===== src/mmt_defs.vh =====
// Constants for the multi-mode timer
`ifndef MMT_DEFS_VH
`define MMT_DEFS_VH
`define MMT_ADDR_CNT_HI 12'hf00
`define MMT_ADDR_CNT_LO 12'hf01
`define MMT_ADDR_RLD_HI 12'hf02
`define MMT_ADDR_RLD_LO 12'hf03
`define MMT_ADDR_PWM_HI 12'hf04
`define MMT_ADDR_PWM_LO 12'hf05
`define MMT_ADDR_CTRL 12'hf07
`define MMT_ADDR_IRQ_STAT 12'hf08
`define MMT_ADDR_IRQ_CLR 12'hf09
`define MMT_ADDR_IRQ_EN 12'hf0a
`define MMT_CTRL_EN 7
`define MMT_CTRL_POL 6
`define MMT_CTRL_CLOCK_DIVIDE_EXPONENT_HI 5
`define MMT_CTRL_CLOCK_DIVIDE_EXPONENT_LO 3
`define MMT_CTRL_MODE_HI 2
`define MMT_CTRL_MODE_LO 0
`define MMT_MODE_ONESHOT 3'h0
`define MMT_MODE_CONT 3'h1
`define MMT_MODE_COUNTER 3'h2
`define MMT_MODE_PWM 3'h3
`define MMT_MODE_CAPTURE 3'h4
`define MMT_MODE_COMPARE 3'h5
`define MMT_MODE_GATED 3'h6
`define MMT_MODE_CAPCMP 3'h7
`define MMT_IRQ_RELOAD 0
`define MMT_IRQ_CAPTURE 1
`define MMT_IRQ_GATE 2
`define MMT_CNT_RESTART 16'h0001
`define MMT_CNT_RESET 16'h0001
`define MMT_RLD_RESET 16'hffff
`endif


===== src/mmt_timer.v =====
// Multi-mode 16-bit timer with byte register port and interrupt
// Functional notes
// - PWM restarts from 0001H after reload
// - Capture copies count into PWM pair
// - Capture polarity 0 rising, 1 falling
// - Compare output follows polarity, toggles on reload
// - Gated counts on level, interrupts on end
// - Capture/compare starts on first edge, captures later
// - Prescaler divides by two to the field
// - Prescaler cleared while timer disabled
// - Mode field selects eight modes
// - Count byte write loads counter half
// - Reload high held until low write
// - Compare mode matches against reload pair
// - DMA reload high write bypasses holding
// - Count is 16 bits, two readable bytes
`timescale 1ns/1ps
`default_nettype none
`include "mmt_defs.vh"
module mmt_timer (
  input wire I_CLK,
  input wire I_RSTN,
  input wire [11:0] I_ADDR,
  input wire [7:0] I_WDATA,
  input wire I_WR,
  input wire I_RD,
  input wire I_DMA,
  output reg [7:0] O_RDATA,
  input wire I_TIN,
  output reg O_TOUT,
  output wire O_IRQ
);

  reg [15:0] cnt_reg;
  reg [15:0] cnt_next;
  reg [15:0] rld_reg;
  reg [15:0] rld_next;
  reg [7:0] hold_reg;
  reg [15:0] pwm_reg;
  reg [15:0] pwm_next;
  reg [7:0] ctrl_reg;
  reg [2:0] stat_reg;
  reg [2:0] stat_next;
  reg [2:0] irq_en_reg;
  reg [6:0] pre_reg;
  reg tin_d_reg;
  reg started_reg;
  reg started_next;
  reg tout_next;
  reg [2:0] ev;
  reg [7:0] rdata_next;

  wire en = ctrl_reg[`MMT_CTRL_EN];
  wire pol = ctrl_reg[`MMT_CTRL_POL];
  wire [2:0] clock_divide_exponent = ctrl_reg[`MMT_CTRL_CLOCK_DIVIDE_EXPONENT_HI:`MMT_CTRL_CLOCK_DIVIDE_EXPONENT_LO];
  wire [2:0] mode = ctrl_reg[`MMT_CTRL_MODE_HI:`MMT_CTRL_MODE_LO];
  wire rise = I_TIN & ~tin_d_reg;
  wire fall = ~I_TIN & tin_d_reg;
  // Polarity-selected input edge
  wire sel_edge = pol ? fall : rise;
  wire wr_cnt_hi = I_WR && (I_ADDR == `MMT_ADDR_CNT_HI);
  wire wr_cnt_lo = I_WR && (I_ADDR == `MMT_ADDR_CNT_LO);
  wire wr_clr = I_WR && (I_ADDR == `MMT_ADDR_IRQ_CLR);
  wire wr_ctrl = I_WR && (I_ADDR == `MMT_ADDR_CTRL);
  // Remaining register writes
  wire wr_rld_hi = I_WR && (I_ADDR == `MMT_ADDR_RLD_HI);
  wire wr_rld_lo = I_WR && (I_ADDR == `MMT_ADDR_RLD_LO);
  wire wr_pwm_hi = I_WR && (I_ADDR == `MMT_ADDR_PWM_HI);
  wire wr_pwm_lo = I_WR && (I_ADDR == `MMT_ADDR_PWM_LO);
  wire wr_ien = I_WR && (I_ADDR == `MMT_ADDR_IRQ_EN);
  // DMA bypasses the holding byte
  wire wr_rld_hi_dma = wr_rld_hi && I_DMA;
  wire wr_rld_hi_cpu = wr_rld_hi && !I_DMA;

  // Tick when the low prescaler bits are all ones
  function tick_of;
    input [2:0] p;
    input [6:0] c;
    reg [6:0] m;
    begin
      m = ~(7'h7f << p);
      tick_of = ((c & m) == m);
    end
  endfunction

  wire tick = en && tick_of(clock_divide_exponent, pre_reg);

  always @(posedge I_CLK) begin
    if (!I_RSTN) begin
      pre_reg <= 7'h00;
    end else if (!en) begin
      pre_reg <= 7'h00;
    end else begin
      pre_reg <= pre_reg + 7'h01;
    end
  end

  // Next state of counter, capture and pin
  always @* begin
    cnt_next = cnt_reg;
    pwm_next = pwm_reg;
    tout_next = O_TOUT;
    started_next = started_reg;
    ev = 3'h0;
    if (!en) begin
      started_next = 1'b0;
      // Idle output level in compare and PWM
      if (mode == `MMT_MODE_COMPARE || mode == `MMT_MODE_PWM) begin
        tout_next = pol;
      end
    end else begin
      case (mode)
        `MMT_MODE_ONESHOT, `MMT_MODE_CONT: begin
          if (tick) begin
            if (cnt_reg == rld_reg) begin
              cnt_next = `MMT_CNT_RESTART;
              tout_next = ~O_TOUT;
              ev[`MMT_IRQ_RELOAD] = 1'b1;
            end else begin
              cnt_next = cnt_reg + 16'h0001;
            end
          end
        end
        `MMT_MODE_COUNTER: begin
          if (sel_edge) begin
            if (cnt_reg == rld_reg) begin
              cnt_next = `MMT_CNT_RESTART;
              tout_next = ~O_TOUT;
              ev[`MMT_IRQ_RELOAD] = 1'b1;
            end else begin
              cnt_next = cnt_reg + 16'h0001;
            end
          end
        end
        `MMT_MODE_PWM: begin
          if (tick) begin
            if (cnt_reg == rld_reg) begin
              cnt_next = `MMT_CNT_RESTART;
              tout_next = pol;
              ev[`MMT_IRQ_RELOAD] = 1'b1;
            end else begin
              cnt_next = cnt_reg + 16'h0001;
              if (cnt_reg == pwm_reg) begin
                tout_next = ~pol;
              end
            end
          end
        end
        `MMT_MODE_CAPTURE: begin
          if (sel_edge) begin
            pwm_next = cnt_reg;
            ev[`MMT_IRQ_CAPTURE] = 1'b1;
          end
          if (tick) begin
            if (cnt_reg == rld_reg) begin
              cnt_next = `MMT_CNT_RESTART;
              ev[`MMT_IRQ_RELOAD] = 1'b1;
            end else begin
              cnt_next = cnt_reg + 16'h0001;
            end
          end
        end
        `MMT_MODE_COMPARE: begin
          if (tick) begin
            if (cnt_reg == rld_reg) begin
              cnt_next = `MMT_CNT_RESTART;
              tout_next = ~O_TOUT;
              ev[`MMT_IRQ_RELOAD] = 1'b1;
            end else begin
              cnt_next = cnt_reg + 16'h0001;
            end
          end
        end
        `MMT_MODE_GATED: begin
          if (pol ? rise : fall) begin
            ev[`MMT_IRQ_GATE] = 1'b1;
          end
          if (tick && (I_TIN != pol)) begin
            if (cnt_reg == rld_reg) begin
              cnt_next = `MMT_CNT_RESTART;
              ev[`MMT_IRQ_RELOAD] = 1'b1;
            end else begin
              cnt_next = cnt_reg + 16'h0001;
            end
          end
        end
        default: begin
          if (sel_edge) begin
            if (!started_reg) begin
              started_next = 1'b1;
            end else begin
              pwm_next = cnt_reg;
              ev[`MMT_IRQ_CAPTURE] = 1'b1;
            end
          end
          if (tick && started_reg) begin
            if (cnt_reg == rld_reg) begin
              cnt_next = `MMT_CNT_RESTART;
              ev[`MMT_IRQ_RELOAD] = 1'b1;
            end else begin
              cnt_next = cnt_reg + 16'h0001;
            end
          end
        end
      endcase
      if (mode == `MMT_MODE_ONESHOT && ev[`MMT_IRQ_RELOAD]) begin
        started_next = 1'b0;
      end
    end
    if (wr_cnt_hi) begin
      cnt_next[15:8] = I_WDATA;
    end
    if (wr_cnt_lo) begin
      cnt_next[7:0] = I_WDATA;
    end
    if (wr_pwm_hi) begin
      pwm_next[15:8] = I_WDATA;
    end
    if (wr_pwm_lo) begin
      pwm_next[7:0] = I_WDATA;
    end
  end

  // Sticky status, set wins over clear
  always @* begin
    stat_next = (stat_reg & ~({3{wr_clr}} & I_WDATA[2:0])) | ev;
  end

  always @* begin
    rld_next = rld_reg;
    if (wr_rld_hi_dma) begin
      rld_next[15:8] = I_WDATA;
    end
    if (wr_rld_lo) begin
      rld_next = {hold_reg, I_WDATA};
    end
  end

  wire oneshot_stop = en && mode == `MMT_MODE_ONESHOT &&
    ev[`MMT_IRQ_RELOAD];

  // Counter, capture and status
  always @(posedge I_CLK) begin
    if (!I_RSTN) begin
      cnt_reg <= `MMT_CNT_RESET;
      pwm_reg <= 16'h0000;
      stat_reg <= 3'h0;
      started_reg <= 1'b0;
    end else begin
      cnt_reg <= cnt_next;
      pwm_reg <= pwm_next;
      stat_reg <= stat_next;
      started_reg <= started_next;
    end
  end

  // Reload value and its holding byte
  always @(posedge I_CLK) begin
    if (!I_RSTN) begin
      rld_reg <= `MMT_RLD_RESET;
      hold_reg <= 8'h00;
    end else begin
      rld_reg <= rld_next;
      if (wr_rld_hi_cpu) begin
        hold_reg <= I_WDATA;
      end
    end
  end

  // Control; one-shot drops enable at reload
  always @(posedge I_CLK) begin
    if (!I_RSTN) begin
      ctrl_reg <= 8'h00;
    end else if (wr_ctrl) begin
      ctrl_reg <= I_WDATA;
    end else if (oneshot_stop) begin
      ctrl_reg[`MMT_CTRL_EN] <= 1'b0;
    end
  end

  // Interrupt enable mask
  always @(posedge I_CLK) begin
    if (!I_RSTN) begin
      irq_en_reg <= 3'h0;
    end else if (wr_ien) begin
      irq_en_reg <= I_WDATA[2:0];
    end
  end

  // Pin sampling and output level
  always @(posedge I_CLK) begin
    if (!I_RSTN) begin
      tin_d_reg <= 1'b0;
      O_TOUT <= 1'b0;
    end else begin
      tin_d_reg <= I_TIN;
      O_TOUT <= tout_next;
    end
  end

  // Read mux, data stands one cycle
  always @* begin
    if (!I_RD) begin
      rdata_next = 8'h00;
    end else if (I_ADDR == `MMT_ADDR_CNT_HI) begin
      rdata_next = cnt_reg[15:8];
    end else if (I_ADDR == `MMT_ADDR_CNT_LO) begin
      rdata_next = cnt_reg[7:0];
    end else if (I_ADDR == `MMT_ADDR_RLD_HI) begin
      rdata_next = rld_reg[15:8];
    end else if (I_ADDR == `MMT_ADDR_RLD_LO) begin
      rdata_next = rld_reg[7:0];
    end else if (I_ADDR == `MMT_ADDR_PWM_HI) begin
      rdata_next = pwm_reg[15:8];
    end else if (I_ADDR == `MMT_ADDR_PWM_LO) begin
      rdata_next = pwm_reg[7:0];
    end else if (I_ADDR == `MMT_ADDR_CTRL) begin
      rdata_next = ctrl_reg;
    end else if (I_ADDR == `MMT_ADDR_IRQ_STAT) begin
      rdata_next = {5'h00, stat_reg};
    end else if (I_ADDR == `MMT_ADDR_IRQ_EN) begin
      rdata_next = {5'h00, irq_en_reg};
    end else begin
      rdata_next = 8'h00;
    end
  end

  // Read data register
  always @(posedge I_CLK) begin
    if (!I_RSTN) begin
      O_RDATA <= 8'h00;
    end else begin
      O_RDATA <= rdata_next;
    end
  end

  assign O_IRQ = |(stat_reg & irq_en_reg);

endmodule
`default_nettype wire


===== config.mk =====
export PLATFORM = sky130hd
export DESIGN_NAME = mmt_timer
export DESIGN_NICKNAME = d
export VERILOG_FILES = /design/src/mmt_timer.v
export VERILOG_INCLUDE_DIRS = /design/src
export SDC_FILE = /design/constraint.sdc
export NUM_CORES = 1
export LEC_CHECK = 0
export BUFFER_PORTS_ARGS = -buffer_cell sky130_fd_sc_hd__buf_2
export CAP_MARGIN = 15
export CORE_ASPECT_RATIO = 1.2
export CORE_MARGIN = 5
export CORE_UTILIZATION = 33
export DETAILED_ROUTE_END_ITERATION = 10
export PLACE_DENSITY = 0.55
export SYNTH_ARGS = -nofsm -noshare
export SYNTH_HDL_FRONTEND = slang
export SYNTH_SLANG_ARGS = --single-unit

===== constraint.sdc =====
create_clock -name I_CLK -period 3 [get_ports I_CLK]
set_input_delay 0.6 -clock I_CLK [delete_from_list [all_inputs] [get_ports I_CLK]]
set_output_delay 0.6 -clock I_CLK [all_outputs]
set_load 0.05 [all_outputs]

==> results of run 1 <==
[cells by family after synthesis]
kind of cell,count (synthesis),synth area share
adder cells (fa/ha/maj),2,0.00488
AND/OR/NAND/NOR,272,0.255
flip-flops,88,0.343
buffers and inverters,72,0.0563
XOR/XNOR,42,0.0717
AO/OA/AOI/OAI,153,0.202
multiplexers,34,0.0663
[report_power, final]
group          leakage, nW  switching (mW)  internal [mW]  total, mW
clock                0.140           0.499          0.587       1.09
sequential           0.710         0.00721           1.17       1.18
combinational         1.32           0.101         0.0506      0.151
[worst reg2reg max path, cell delays in order, from the launching register on]
cell      delay (ns)
dfxtp_1         0.61
and3b_1         0.28
nor3_1          0.06
or3_1           0.32
a31oi_1         0.31
buf_4           0.24
and2_1          0.36
and3_1          0.23
o311ai_0        0.12
[final timing paths]
kind | from | to | slack, ns | cells past startpoint
max | ctrl_reg[6] | cnt_reg[0] | 0.34 | 8
min | irq_en_reg[2] | irq_en_reg[2] | 0.48 | 2
min reg2reg | irq_en_reg[2] | irq_en_reg[2] | 0.48 | 2
max reg2reg | ctrl_reg[6] | cnt_reg[0] | 0.34 | 8
[routing by layer]
metal  part of all wire  up-vias  GRT usage  wire length [um]
met5                  0        -          0                 0
met2               0.50      189      0.338              8800
li1                   -     2448          -                 -
met1               0.40     2478      0.234              7070
met4              0.042        0     0.0942               735
met3              0.058       54     0.0403              1020
[cell usage in the layout, fill, tap and decap left out, drive strengths merged, types with 5 or more instances in the layout]
| cell type | synthesis | layout |
|---|---|---|
| and3 | 6 | 6 |
| nor3 | 18 | 18 |
| buf | 11 | 76 |
| and2 | 8 | 8 |
| nand4 | 12 | 12 |
| inv | 13 | 14 |
| nor2 | 58 | 58 |
| dfxtp | 88 | 88 |
| a21oi | 33 | 33 |
| a31oi | 12 | 12 |
| or4 | 5 | 5 |
| o211ai | 17 | 17 |
| mux2i | 34 | 34 |
| or3 | 7 | 7 |
| a22oi | 7 | 7 |
| o21ai | 28 | 28 |
| xor2 | 24 | 24 |
| nand3 | 39 | 39 |
| a222oi | 10 | 10 |
| nand2 | 86 | 86 |
| nor2b | 5 | 5 |
| clkbuf | 48 | 10 |
| nor4 | 5 | 5 |
| nand2b | 8 | 8 |
| a211oi | 17 | 17 |
| xnor2 | 18 | 18 |
[layout make-up]
type                    instances  area [um^2]  area share
inverters                      13         48.8     0.00823
clock inverters                 6         42.5     0.00718
clock buffers                  10          239      0.0403
well taps                     208          260      0.0439
flip-flops and latches         88         1760       0.297
multi-input cells             503         3080       0.520
repair buffers                 76          495      0.0836
==> reports/results.tsv, run 1 <==
metric	value	unit
outcome	finished clean	
CP delay by family, top	simple AND/OR/NAND/NOR gates	
first-pass GRT wire length	27400	um
fin crit period	2.66	ns
Synth cell types	58	
fin. max-slew vios	0	
Routed Antenna Nets	0	
max cap viols	0	
Synth area leaders	dfxtp_1 34%, mux2i_1 6.6%, nand2_1 6.3%	
Placer Congestion	0.958	
Area after DPL	5650	um^2
filler cell count	1636	
total power	2.42	mW
CTS hold repair buffers	0	
crit path max-delay cell type	dfxtp_1	
worst slew pin tran	0.540	ns
Rows	50	
Antenna diodes	0	
Detailed Place HPWL	13100	um
Final Setup Violations	0	
placed insts	888	
min-delay worst type	flop to flop	
most numerous cell in the Yosys netlist	dfxtp_1	
post-synthesis sequential area ratio	0.343	
Root Driver	clkbuf_16	
Post-Syn Area	5130	um^2
number of global-route vias before repair	4925	
FFs w/ async S/R, synth	0	
CTS buffer count	9	
fin crit share	0.885	
Die Ht	147	um
total gr overflow	0	
Post-Syn Nets	691	
antenna violations before repair	0	
RSZ-0062 raised after global routing	false	
post-CTS sizing	0	
layout cell share with drive strength beyond 1	0.141	
Buf+Inv Stages, Crit Path	1	
TNS Setup	0	ns
Horiz. Die Dim	124	um
setup slack at placement	0.0450	ns
buffers added on ports	35	
Net count, final	719	
Synth top cells by count	88 x dfxtp_1, 86 x nand2_1, 56 x nor2_1	
final hold viol count	0	
Setup Fix Bufs, Post-CTS	0	
Clock Latency Late Sink	0.36	ns
clk_skew	0.00876	ns
CP cell instances	and3b_1 > nor3_1 > or3_1 > a31oi_1 > buf_4 > and2_1 > and3_1 > o311ai_0	
Via Count	5169	
non-filler cells in the finished layout	904	
clk slew on worst S/H paths	0.07	ns
Max clock buf depth	2	
Design Area, Final	5930	um^2
FF+latch count, synth	88	
Peak VDD IR	0.000237	V
CTS tree	built	
H-tree Lvls	3	
IO Pins	36	
Critical Path End Type	flop	
post-layout util	0.384	
total core area	15500	um^2
CP Data Arrival Time	2.88	ns
final WL	17600	um
leakage	2.17	nW
clk sinks	88	
syn avg cell area	7.74	um^2
Initial DRT Pass Iterations	5	
slowest stage delay, CP	0.61	ns
die area	18100	um^2
YS warnings	0	
Peak Freq	376	MHz
hold_ws	0.476	ns
pwr dens	408	nW/um^2
worst setup margin	0.344	ns
Worst setup SP type	flop	
DRC	0	
CP Class	flop to flop	
drt via density	5.72	
number of synthesized flops with an enable pin	0	
drt first-iter violations	474	
Synth Instances	663	
average wire per standard cell	19.5	um
global-route usage over all layers	0.198	
Critical Path Fanout Max	11	
area delta synth->final	15.5	%
worst path required time	3.22	ns
ys flop type	dfxtp_1	
Initial Utilization	0.332	
largest net degree at the start of global routing	40	
Yosys top cell by area	dfxtp_1	
normalized max-slew margin	0.639	
Synth top area share	0.343	
Power figures use the tool's default switching activity.
==> inputs of run 2 (changes only) <==
- SLEW_MARGIN: unset -> 20
- clock period: 3 -> 3.2 ns (I/O delays scaled with it)
==> reports/results.tsv, run 2 (same netlist as run 1, synthesis figures left out) <==
metric	value	unit
outcome	finished clean	
fin. max-slew vios	0	
worst slew pin tran	0.757	ns
M3 GR Usage	0.0341	
Seq pwr share	0.473	
Root Driver	clkbuf_16	
Antenna diodes	0	
fin crit period	2.78	ns
max cap viols	0	
Setup Fix Bufs, Post-CTS	0	
Via Count	5044	
filler cell count	1626	
net switching power	0.543	mW
Horiz. Die Dim	124	um
layout cell share with drive strength beyond 1	0.129	
total power	2.34	mW
area delta synth->final	14.6	%
DRC	0	
Setup crit start	I_ADDR[5]	
Peak Freq	359	MHz
Placer Congestion	0.930	
CTS buffer count	9	
Initial Utilization	0.332	
Net count, final	711	
Crit Reg-Reg Startpoint	ctrl_reg[6]	
Worst setup SP type	input pin	
buffers added on ports	35	
min-delay worst type	flop to flop	
Clock Latency Late Sink	0.34	ns
commonest non-fill, non-tap cell in the layout	dfxtp_1	
met2 Use GR	0.323	
combinational share of power	0.059	
final hold viol count	0	
first-pass GRT wire length	26900	um
CP Data Arrival Time	3.07	ns
drt first-iter violations	583	
Critical Path Fanout Max	10	
Routed Antenna Nets	0	
clk sinks	88	
TNS Setup	0	ns
min-delay src	hold_reg[6]	
average wire per standard cell	19.2	um
clk_skew	0.00525	ns
pwr dens	397	nW/um^2
fin crit share	0.870	
leakage	2.14	nW
Peak VDD IR	0.000267	V
RSZ-0062 raised after global routing	false	
clk slew on worst S/H paths	0.06	ns
CP Class	input pin to flop	
drt via density	5.63	
GRT met1 Usage	0.237	
switch share	0.232	
total gr overflow	0	
CTS hold repair buffers	0	
Initial DRT Pass Iterations	6	
Max clock buf depth	2	
largest net degree at the start of global routing	40	
CTS tree	built	
total internal power	1.79	mW
most frequent cells in the layout	88 x dfxtp_1, 86 x nand2_1, 56 x nor2_1, 39 x nand3_1, 35 x buf_2	
Rows	50	
Die Ht	147	um
H-tree Lvls	3	
Detailed Place HPWL	12500	um
post-CTS sizing	0	
busiest grt layer	met2	
total core area	15500	um^2
final WL	17200	um
IO Pins	36	
worst path required time	3.48	ns
global-route usage over all layers	0.192	
antenna violations before repair	0	
number of global-route vias before repair	4806	
Final Setup Violations	0	
die area	18100	um^2
normalized max-slew margin	0.491	
Critical Path End Type	flop	
clock power share	0.467	
[run 2: path summary, 6_finish.rpt]
path	to	slack, ns	cells past startpoint
min reg2reg	hold_reg[6]	0.49	2
min	hold_reg[6]	0.49	2
max reg2reg	cnt_reg[0]	0.56	8
max	cnt_reg[10]	0.42	8
[run 2: cell type report]
class | count | area [um^2] | share of cell area
tap | 208 | 260 | 0.0443
clock buffer | 12 | 256 | 0.0436
inverter | 13 | 48.8 | 0.00830
timing repair buffer | 68 | 423 | 0.0719
clock inverter | 4 | 51.3 | 0.00872
multi-input combinational | 503 | 3080 | 0.524
sequential | 88 | 1760 | 0.300
[run 2: layer usage]
metal | vias up | part of all wire
met3 | 50 | 0.059
met4 | 0 | 0.041
met2 | 178 | 0.50
met5 | - | 0
met1 | 2383 | 0.40
li1 | 2433 | -
[run 2: power by group through the flow]
stage	Sequential, mW	Combinational, mW	Clock [mW]
5_1_grt	1.11	0.150	1.16
6_report	1.11	0.138	1.09
3_3_place_gp	1.13	0.135	0
2_1_floorplan	1.13	0.0841	0
3_5_place_dp	1.13	0.137	0
4_1_cts	1.11	0.138	1.12
[run 2: stage by stage]
| stage | hold slack (ns) | std cells | instance area, um^2 | util | worst slack [ns] |
|---|---|---|---|---|---|
| after floorplan | 0.444 | 663 | 5130 | - | 0.419 |
| after global placement | 0.465 | 880 | 5570 | 0.361 | 0.133 |
| after detailed placement | 0.485 | 880 | 5570 | 0.361 | 0.0809 |
| after CTS | 0.492 | 896 | 5880 | 0.381 | 0.442 |
| after global routing | 0.515 | 896 | 5880 | 0.381 | 0.338 |
| final | 0.493 | 896 | 5880 | 0.381 | 0.416 |
[run 2: worst max-delay path, cell delays in order]
cell and delay [ns]:
buf_2 0.10, or4_4 0.53, or2_1 0.29, or3_1 0.58, or4_1 0.55, o211a_1 0.14, o211ai_1 0.08, a32o_1 0.16
